### config.mk
export PLATFORM = sky130hd
export DESIGN_NAME = csr_regs
export DESIGN_NICKNAME = d
export VERILOG_FILES = /design/src/csr_pkg.sv /design/src/csr_regs.sv
export SDC_FILE = /design/constraint.sdc
export NUM_CORES = 1
export LEC_CHECK = 0
export ABC_AREA = 1
export BUFFER_PORTS_ARGS = -buffer_cell sky130_fd_sc_hd__buf_2
export CAP_MARGIN = 10
export CELL_PAD_IN_SITES_DETAIL_PLACEMENT = 2
export CELL_PAD_IN_SITES_GLOBAL_PLACEMENT = 2
export CORE_MARGIN = 2
export CORE_UTILIZATION = 25
export CTS_BUF_LIST = sky130_fd_sc_hd__clkbuf_16
export DETAILED_ROUTE_END_ITERATION = 12
export PLACE_DENSITY_LB_ADDON = 0.3
export SLEW_MARGIN = 20
export SYNTH_ARGS = -nofsm -noshare
export SYNTH_HDL_FRONTEND = slang
export SYNTH_SLANG_ARGS = --single-unit
### constraint.sdc
create_clock -name clk -period 3.8 [get_ports clk]
set_input_delay 0.19 -clock clk [delete_from_list [all_inputs] [get_ports clk]]
set_output_delay 0.19 -clock clk [all_outputs]
set_load 0.05 [all_outputs]
### src/csr_pkg.sv
// Constants for the colour sensor status and result register block.
package csr_pkg;
   // Register indices; byte address is four times the index.
   localparam logic [7:0] IDX_AUX = 8'h90;
   localparam logic [7:0] IDX_IDENT = 8'h92;
   localparam logic [7:0] IDX_STATUS = 8'h93;
   localparam logic [7:0] IDX_CLR_LO = 8'h94;
   localparam logic [7:0] IDX_CLR_HI = 8'h95;
   localparam logic [7:0] IDX_RED_LO = 8'h96;
   localparam logic [7:0] IDX_RED_HI = 8'h97;
   localparam logic [7:0] IDX_GRN_LO = 8'h98;
   localparam logic [7:0] IDX_GRN_HI = 8'h99;
   localparam logic [7:0] IDX_BLU_LO = 8'h9A;
   localparam logic [7:0] IDX_BLU_HI = 8'h9B;
   localparam logic [7:0] IDX_IR_SEL = 8'hC0;
   localparam logic [7:0] IDX_FORCE = 8'hE4;
   localparam logic [7:0] IDX_CCLR = 8'hE6;
   localparam logic [7:0] IDX_ACLR = 8'hE7;
   // Own registers: control (enable, persistence), thresholds, interrupt mask.
   localparam logic [7:0] IDX_CTRL = 8'hA0;
   localparam logic [7:0] IDX_LOW_TH = 8'hA1;
   localparam logic [7:0] IDX_HIGH_TH = 8'hA2;
   localparam logic [7:0] IDX_IRQ_MASK = 8'hA3;
   // Field positions.
   localparam int SAT_BIT = 7;
   localparam int THR_BIT = 4;
   localparam int VALID_BIT = 0;
   localparam int SAT_IEN_BIT = 5;
   localparam int IR_SEL_BIT = 7;
   localparam int CTRL_EN_BIT = 0;
   localparam int CTRL_PERS_LSB = 4;
   // Arbitrary neutral identity values and interrupt mask reset value.
   localparam logic [5:0] PART_IDENT_DEFAULT = 6'h15;
   localparam logic [1:0] VARIANT_DEFAULT = 2'h1;
   localparam logic [7:0] IRQ_MASK_RESET = 8'h91;
endpackage

### src/csr_regs.sv
// APB register block for colour sensor status, results, shadow latch and interrupts.
//
// Decided for this implementation: the APB slave port.
`timescale 1ns/100ps
// Summary of operation
// - Read-only identity: part code in bits 7:2, variant code in bits 1:0.
// - Status bit 7 set when front end reports saturation.
// - Saturation flag cleared by channel clear command or measurement disable.
// - Saturation raises interrupt only when saturation interrupt enable set.
// - Status bit 4 set on threshold hit meeting persistence, measurement enabled.
// - Status bit 0 set once a cycle completes after enabling.
// - Clear, red, green, blue results held 16-bit, low byte first.
// - Low byte read copies high byte into shadow for next read.
// - Shadowed high byte unaffected by later conversion completions.
// - IR select bit 7 routes infrared result into clear channel.
// - Any data written to command registers performs their action.
// - Writing force command raises the interrupt.
// - Writing channel clear command clears the channel interrupt.
// - Writing clear-all command clears saturation, threshold and force interrupts, but not result valid.
// - Interrupt pin open-drain: pulled low only while interrupt pending.
// - Auxiliary bit 5 enables the saturation interrupt.
// - Persistence code: 0 every cycle, 1 any, then 2,3,5..60 consecutive.
module csr_regs
   import csr_pkg::*;
#(
   parameter int RESULT_W = 16,
   parameter logic [5:0] PART_IDENT = PART_IDENT_DEFAULT,
   parameter logic [1:0] VARIANT = VARIANT_DEFAULT
) (
   input wire logic clk,
   input wire logic rst,
   input wire logic psel,
   input wire logic penable,
   input wire logic pwrite,
   input wire logic [11:0] paddr,
   input wire logic [31:0] pwdata,
   input wire logic [3:0] pstrb,
   output logic [31:0] prdata,
   output logic pready,
   output logic pslverr,
   input wire logic conv_done,
   input wire logic conv_saturated,
   input wire logic [RESULT_W-1:0] clear_value,
   input wire logic [RESULT_W-1:0] red_value,
   input wire logic [RESULT_W-1:0] green_value,
   input wire logic [RESULT_W-1:0] blue_value,
   input wire logic [RESULT_W-1:0] ir_value,
   output logic light_measure_enable,
   output logic irq,
   output logic int_pin_o,
   output logic int_pin_oe
);
   // The byte lanes and the shadow latch are laid out for 16-bit results only.
   if (RESULT_W != 16) begin
      $error("csr_regs: result width must be 16");
   end

   logic [7:0] idx;
   logic acc;
   logic wr;
   logic rd;
   logic mapped;
   logic [7:0] rbyte;
   logic saturation_flag;
   logic threshold_event_flag;
   logic result_valid_flag;
   logic saturation_irq_enable;
   logic ir_select;
   logic [3:0] persistence_code;
   logic [15:0] low_threshold;
   logic [15:0] high_threshold;
   logic [7:0] irq_mask;
   logic force_flag;
   logic [15:0] res_c;
   logic [15:0] res_r;
   logic [15:0] res_g;
   logic [15:0] res_b;
   logic [7:0] shadow_hi;
   logic [5:0] out_count;
   logic [5:0] pers_need;
   logic out_of_range;
   logic threshold_hit;
   logic [7:0] status_byte;
   logic [7:0] pend;
   logic next_irq;
   logic en_d;

   assign idx = paddr[9:2];
   assign acc = psel && penable && (paddr[1:0] == 2'h0);
   assign wr = acc && pwrite;
   assign rd = acc && !pwrite;

   // Each result is latched when a conversion completes; IR mapping chooses clear source.
   always_ff @(posedge clk) begin
      if (rst) begin
         res_c <= 16'h0000;
         res_r <= 16'h0000;
         res_g <= 16'h0000;
         res_b <= 16'h0000;
      end else if (conv_done && light_measure_enable) begin
         res_c <= ir_select ? ir_value : clear_value;
         res_r <= red_value;
         res_g <= green_value;
         res_b <= blue_value;
      end
   end

   // Persistence lookup: consecutive out-of-range results needed.
   always_comb begin
      unique case (persistence_code)
         4'h0: pers_need = 6'd0;
         4'h1: pers_need = 6'd1;
         4'h2: pers_need = 6'd2;
         4'h3: pers_need = 6'd3;
         default: pers_need = 6'(5 * (32'(persistence_code) - 32'd3));
      endcase
   end

   assign out_of_range = (clear_value < low_threshold) || (clear_value > high_threshold);
   assign threshold_hit = conv_done && light_measure_enable &&
      ((pers_need == 6'd0) ||
       (out_of_range && ({1'b0, out_count} + 7'd1 >= {1'b0, pers_need})));

   always_ff @(posedge clk) begin
      if (rst) begin
         out_count <= 6'd0;
      end else if (!light_measure_enable) begin
         out_count <= 6'd0;
      end else if (conv_done) begin
         if (!out_of_range) begin
            out_count <= 6'd0;
         end else if (out_count != 6'd63) begin
            out_count <= out_count + 6'd1;
         end
      end
   end

   // Status flags: a hardware set in the same cycle as a clear wins.
   always_ff @(posedge clk) begin
      if (rst) begin
         saturation_flag <= 1'b0;
         threshold_event_flag <= 1'b0;
         result_valid_flag <= 1'b0;
         force_flag <= 1'b0;
      end else begin
         if (conv_done && light_measure_enable && conv_saturated) begin
            saturation_flag <= 1'b1;
         end else if (!light_measure_enable || (wr && (idx == IDX_CCLR || idx == IDX_ACLR))) begin
            saturation_flag <= 1'b0;
         end
         if (threshold_hit) begin
            threshold_event_flag <= 1'b1;
         end else if (wr && (idx == IDX_CCLR || idx == IDX_ACLR)) begin
            threshold_event_flag <= 1'b0;
         end
         if (conv_done && light_measure_enable) begin
            result_valid_flag <= 1'b1;
         end else if (!light_measure_enable) begin
            result_valid_flag <= 1'b0;
         end
         if (wr && idx == IDX_FORCE) begin
            force_flag <= 1'b1;
         end else if (wr && idx == IDX_ACLR) begin
            force_flag <= 1'b0;
         end
      end
   end

   // Writable configuration.
   always_ff @(posedge clk) begin
      if (rst) begin
         light_measure_enable <= 1'b0;
         persistence_code <= 4'h0;
         low_threshold <= 16'h0000;
         high_threshold <= 16'hFFFF;
         saturation_irq_enable <= 1'b0;
         ir_select <= 1'b0;
         irq_mask <= IRQ_MASK_RESET;
      end else if (wr && pstrb[0]) begin
         unique case (idx)
            IDX_CTRL: begin
               light_measure_enable <= pwdata[CTRL_EN_BIT];
               persistence_code <= pwdata[CTRL_PERS_LSB +: 4];
            end
            IDX_LOW_TH: low_threshold <= pwdata[15:0];
            IDX_HIGH_TH: high_threshold <= pwdata[15:0];
            IDX_AUX: saturation_irq_enable <= pwdata[SAT_IEN_BIT];
            IDX_IR_SEL: ir_select <= pwdata[IR_SEL_BIT];
            IDX_IRQ_MASK: irq_mask <= pwdata[7:0];
            default: ;
         endcase
      end
   end

   // The shadow is loaded only by a low-byte read, so later conversions cannot tear it.
   always_ff @(posedge clk) begin
      if (rst) begin
         shadow_hi <= 8'h00;
      end else if (rd) begin
         unique case (idx)
            IDX_CLR_LO: shadow_hi <= res_c[15:8];
            IDX_RED_LO: shadow_hi <= res_r[15:8];
            IDX_GRN_LO: shadow_hi <= res_g[15:8];
            IDX_BLU_LO: shadow_hi <= res_b[15:8];
            default: ;
         endcase
      end
   end

   assign status_byte = {saturation_flag, 2'b00, threshold_event_flag, 3'b000, result_valid_flag};

   always_comb begin
      mapped = 1'b1;
      rbyte = 8'h00;
      unique case (idx)
         IDX_IDENT: rbyte = {PART_IDENT, VARIANT};
         IDX_STATUS: rbyte = status_byte;
         IDX_CLR_LO: rbyte = res_c[7:0];
         IDX_RED_LO: rbyte = res_r[7:0];
         IDX_GRN_LO: rbyte = res_g[7:0];
         IDX_BLU_LO: rbyte = res_b[7:0];
         IDX_CLR_HI, IDX_RED_HI, IDX_GRN_HI, IDX_BLU_HI: rbyte = shadow_hi;
         IDX_AUX: rbyte = {2'b00, saturation_irq_enable, 5'b00000};
         IDX_IR_SEL: rbyte = {ir_select, 7'h00};
         IDX_CTRL: rbyte = {persistence_code, 3'b000, light_measure_enable};
         IDX_LOW_TH: rbyte = low_threshold[7:0];
         IDX_HIGH_TH: rbyte = high_threshold[7:0];
         IDX_IRQ_MASK: rbyte = irq_mask;
         IDX_FORCE, IDX_CCLR, IDX_ACLR: rbyte = 8'h00;
         default: mapped = 1'b0;
      endcase
   end

   // Bus answers in the first access cycle; unmapped addresses return an error.
   always_ff @(posedge clk) begin
      if (rst) begin
         prdata <= 32'h0000_0000;
         pready <= 1'b0;
         pslverr <= 1'b0;
      end else begin
         pready <= psel && !penable;
         pslverr <= psel && !penable && (!mapped || paddr[1:0] != 2'h0);
         if (psel && !penable && !pwrite) begin
            if (idx == IDX_LOW_TH) begin
               prdata <= {16'h0000, low_threshold};
            end else if (idx == IDX_HIGH_TH) begin
               prdata <= {16'h0000, high_threshold};
            end else begin
               prdata <= {24'h000000, rbyte};
            end
         end
      end
   end

   // Saturation counts only when its own enable is set; force bit always counts.
   assign pend = {saturation_flag & saturation_irq_enable, 2'b00, threshold_event_flag,
                  3'b000, result_valid_flag} & irq_mask;
   assign next_irq = (|pend) || force_flag;

   always_ff @(posedge clk) begin
      if (rst) begin
         irq <= 1'b0;
         int_pin_o <= 1'b0;
         int_pin_oe <= 1'b0;
         en_d <= 1'b0;
      end else begin
         irq <= next_irq;
         int_pin_o <= 1'b0;
         int_pin_oe <= next_irq;
         en_d <= light_measure_enable;
      end
   end

   property p_ident;
      @(posedge clk) disable iff (rst)
      (psel && !penable && !pwrite && idx == IDX_IDENT) |=> prdata[7:0] == {PART_IDENT, VARIANT};
   endproperty
   a_ident: assert property (p_ident) else $error("identity read wrong");

   property p_sat_set;
      @(posedge clk) disable iff (rst)
      (conv_done && light_measure_enable && conv_saturated) |=> saturation_flag;
   endproperty
   a_sat_set: assert property (p_sat_set) else $error("saturation not set");

   property p_sat_clr;
      @(posedge clk) disable iff (rst)
      (!light_measure_enable && !$past(light_measure_enable)) |-> !saturation_flag;
   endproperty
   a_sat_clr: assert property (p_sat_clr) else $error("saturation not cleared");

   property p_sat_gate;
      @(posedge clk) disable iff (rst)
      (!saturation_irq_enable && !force_flag && !threshold_event_flag && !result_valid_flag)
      |=> !irq;
   endproperty
   a_sat_gate: assert property (p_sat_gate) else $error("ungated saturation interrupt");

   property p_valid;
      @(posedge clk) disable iff (rst)
      (conv_done && light_measure_enable) |=> result_valid_flag;
   endproperty
   a_valid: assert property (p_valid) else $error("valid flag missing");

   property p_shadow;
      @(posedge clk) disable iff (rst)
      (rd && idx == IDX_RED_LO) |=> shadow_hi == $past(res_r[15:8]);
   endproperty
   a_shadow: assert property (p_shadow) else $error("shadow not loaded");

   property p_shadow_hold;
      @(posedge clk) disable iff (rst)
      !(rd && (idx == IDX_CLR_LO || idx == IDX_RED_LO || idx == IDX_GRN_LO || idx == IDX_BLU_LO))
      |=> $stable(shadow_hi);
   endproperty
   a_shadow_hold: assert property (p_shadow_hold) else $error("shadow changed");

   property p_force;
      @(posedge clk) disable iff (rst)
      (wr && idx == IDX_FORCE) |=> ##1 (irq && int_pin_oe);
   endproperty
   a_force: assert property (p_force) else $error("force did not interrupt");

   property p_clear_all;
      @(posedge clk) disable iff (rst)
      (wr && idx == IDX_ACLR && !threshold_hit) |=> (!force_flag && !threshold_event_flag);
   endproperty
   a_clear_all: assert property (p_clear_all) else $error("clear all failed");

   property p_pin;
      @(posedge clk) disable iff (rst)
      int_pin_oe == irq && !int_pin_o;
   endproperty
   a_pin: assert property (p_pin) else $error("interrupt pin mismatch");

   property p_thr_set;
      @(posedge clk) disable iff (rst)
      threshold_hit |=> threshold_event_flag;
   endproperty
   a_thr_set: assert property (p_thr_set) else $error("threshold flag not set");

   property p_cclr;
      @(posedge clk) disable iff (rst)
      (wr && idx == IDX_CCLR && !threshold_hit && !(conv_done && light_measure_enable))
      |=> (!threshold_event_flag && !saturation_flag);
   endproperty
   a_cclr: assert property (p_cclr) else $error("channel clear failed");

   property p_aux;
      @(posedge clk) disable iff (rst)
      (wr && pstrb[0] && idx == IDX_AUX) |=> saturation_irq_enable == $past(pwdata[SAT_IEN_BIT]);
   endproperty
   a_aux: assert property (p_aux) else $error("saturation enable not written");

   property p_pers_zero;
      @(posedge clk) disable iff (rst)
      (conv_done && light_measure_enable && persistence_code == 4'h0) |-> threshold_hit;
   endproperty
   a_pers_zero: assert property (p_pers_zero) else $error("every-cycle persistence missed");

   property p_irq_hold;
      @(posedge clk) disable iff (rst)
      ((|pend) || force_flag) |=> irq;
   endproperty
   a_irq_hold: assert property (p_irq_hold) else $error("interrupt dropped while pending");

   property p_irq_release;
      @(posedge clk) disable iff (rst)
      (!(|pend) && !force_flag) |=> !irq;
   endproperty
   a_irq_release: assert property (p_irq_release) else $error("interrupt held after clear");

   property p_valid_clr;
      @(posedge clk) disable iff (rst)
      (!light_measure_enable && !en_d) |-> !result_valid_flag;
   endproperty
   a_valid_clr: assert property (p_valid_clr) else $error("valid flag kept when disabled");
endmodule

==> flow_summary.toml <==
[die]
dieArea_mm2 = 0.0328
core_region_area_mm2 = 0.0307
die_height_um = 181
die_w_um = 181
initial_utilization = 0.255
rows = 64
ios = 173

[sta]
rsz0062_at_grt = "no"
worst_pin_slew_ns = 1.04
timing.final.crit_period_ns = 3.25
slew_viol_final = 0
finalSetupTns_ns = 0
max_slew_margin = 0.304
fin_crit_sh = 0.856
whs_ns = 0.0139
skew_ns = 0.0121
max_clock_freq_ghz = 0.307
hold_violations = 0
setup_viol = 0

[drt]
wl_um = 29500
first_pass_iters = 4
post_drt_wl_per_cell_um = 17.9
first_iter_violations = 252
vias = 7888
route.detailed.drc = 0
via_per_inst = 4.79
route.antenna.remaining_nets = 0

[worst_setup_path]
critPathArrivalTime_ns = 3.55
crit_fanout = 7
cp_cell_sequence = "inv_1, ha_1, inv_1, ha_1, ha_1, inv_1, fa_1, or2_2, ha_1, a21oi_1, nand3b_1, nand4_1, nand2_1, nand2_1, nand2_1, a21oi_1"
reg2reg_setup_slack_ns = 0.55
cp-end-kind = "flop"
cpPeakStageDelay_ns = 0.44
r2r-start = "persistence_code[0]"
startpoint_type = "flop"
cp_common_cell = "ha_1"
path_class = "reg2reg"
startpoint = "persistence_code[0]"
critPathSlowestCell = "dfxtp_1"
cp_data_required_time_ns = 4.10

[cts]
clkSinkCount = 148
htree_levels = 4
root_buffer = "clkbuf_16"
cts_resized = 0
tritoncts = "built"
cts_buffers = 17
clock_latency_ns = 0.44
clk_pin_slew_ns = 0.07
cts.path.max_buffers = 2

[global_route]
overflow = 0
grt_pass1_vias = 8520
track_usage = 0.184
grt_start_max_net_pins = 120
grt_first_pass_wirelength_um = 47200
antenna_found_initial = 0

[synthesis]
ys_types = 41
ys_seq_area_frac = 0.378
synth_warnings = 0
synth-seq-cells = 148
netlist_area_mm2 = 0.00784
syn_area_per_cell_um2 = 7.02
synthCells = 1117

[placed_design]
place.gp.congestion = 0.803
postPlaceCellArea_mm2 = 0.00882
hpwl_um = 22300
port_buffers = 134

[run]
drv_cap = 0

[power]
total_power_uw = 3740
powerDensity_mw_per_mm2 = 392
cellLeakagePower_uw = 0.00442
ir_drop_uv = 301

[cells_and_area]
drive_above_1_share = 0.154
fin_area_mm2 = 0.00954
final_cell_mix = "220 x nand2_1, 148 x dfxtp_1, 141 x nor2_1"
antenna_cells = 0
fin_nets = 1419
final_common_cell = "nand2_1"
final_util = 0.310
syn_to_final_growth_pct = 21.7

[hold_path]
hold_class = "in2reg"
min-delay-start = "blue_value[1]"

[outcome]
status = "complete, no violations"
-- worst paths after layout --
| path | endpoint | cells past startpoint |
|---|---|---|
| max | threshold_event_flag | 16 |
| min | res_b[1] | 3 |
| max reg2reg | threshold_event_flag | 16 |
| min reg2reg | res_r[14] | 2 |
-- flip-flops by register name (all words and copies together), names as in the netlist, 4 cells and up --
register	cells
res_c	16
res_b	16
res_g	16
prdata	16
irq_mask	8
res_r	16
persistence_code	4
shadow_hi	8
out_count	6
low_threshold	16
high_threshold	16
-- stage by stage --
stage	setup WS, ns	cells
finish	0.548	1647
global route	0.261	1647
detailed placement	0.541	1608
global placement	0.604	1608
floorplan	0.850	1133
CTS	0.529	1647
-- layer usage --
layer	wire length [µm]	up-vias	global-route usage
li1	-	3888	-
met1	13400	3859	0.228
met2	15000	116	0.334
met3	707	25	0.0274
met4	356	0	0.0436
met5	0	-	0
-- kinds of logic (layout without fill, tap and decap cells) --
logic type,Yosys count,after routing,synth area share
AND/OR/NAND/NOR,453,453,0.245
XOR/XNOR,6,6,0.00670
other,1,17,0.000478
buffers and inverters,202,320,0.106
adder cells (fa/ha/maj),45,45,0.0728
AO/OA/AOI/OAI,262,262,0.191
flip-flops,148,148,0.378
-- cells in the mapped netlist --
cell type | count | area (µm²)
a211oi_1 | 9 | 67.6
a21boi_0 | 1 | 7.51
a21o_1 | 1 | 7.51
a21oi_1 | 80 | 400
a311oi_1 | 1 | 8.76
a31oi_1 | 1 | 6.26
a32oi_1 | 2 | 17.5
buf_1 | 2 | 7.51
buf_2 | 4 | 20.0
buf_4 | 18 | 135
clkbuf_1 | 38 | 143
clkinv_1 | 2 | 7.51
conb_1 | 1 | 3.75
dfxtp_1 | 148 | 2960
fa_1 | 1 | 20.0
ha_1 | 44 | 551
inv_1 | 135 | 507
inv_2 | 3 | 11.3
nand2_1 | 221 | 830
nand2_2 | 1 | 6.26
nand3_1 | 45 | 225
nand3_2 | 3 | 30.0
nand3b_1 | 5 | 37.5
nand4_1 | 12 | 75.1
nor2_1 | 142 | 533
nor2_2 | 3 | 18.8
nor2_4 | 2 | 22.5
nor3_1 | 11 | 55.1
nor3_2 | 2 | 20.0
nor3_4 | 3 | 48.8
nor3b_1 | 1 | 7.51
nor4_1 | 1 | 6.26
o211ai_1 | 40 | 300
o21ai_0 | 103 | 515
o21bai_1 | 4 | 30.0
o221ai_1 | 4 | 35.0
o22ai_1 | 15 | 93.8
o31ai_1 | 1 | 7.51
or2_2 | 1 | 6.26
xnor2_1 | 1 | 8.76
xor2_1 | 5 | 43.8
-- worst max-delay path: cells and delay by family, from the launching register on --
kind | cells | cell delay [ns]
AND/OR/NAND/NOR | 6 | 0.73
adder cells (fa/ha/maj) | 5 | 1.49
buffers and inverters | 3 | 0.25
flip-flops | 1 | 0.44
AO/OA/AOI/OAI | 2 | 0.20
-- layout make-up --
type	count	area (µm²)
Multi-Input combinational cell	783	4110
Inverter	140	527
Timing Repair Buffer	149	807
Clock inverter	14	215
Fill cell	3711	21200
Sequential cell	148	2960
Tap cell	396	495
Clock buffer	17	425
-- where the power goes --
part           switching, µW  internal [µW]
Combinational            193           85.5
Sequential              1.31           1550
Clock                    789           1120
-- timing repair --
item,4_1_cts,5_1_grt
hold endpoints to repair,8,0
buffers inserted,0,0
hold buffers,8,0
(Power assumes the default switching activity.)
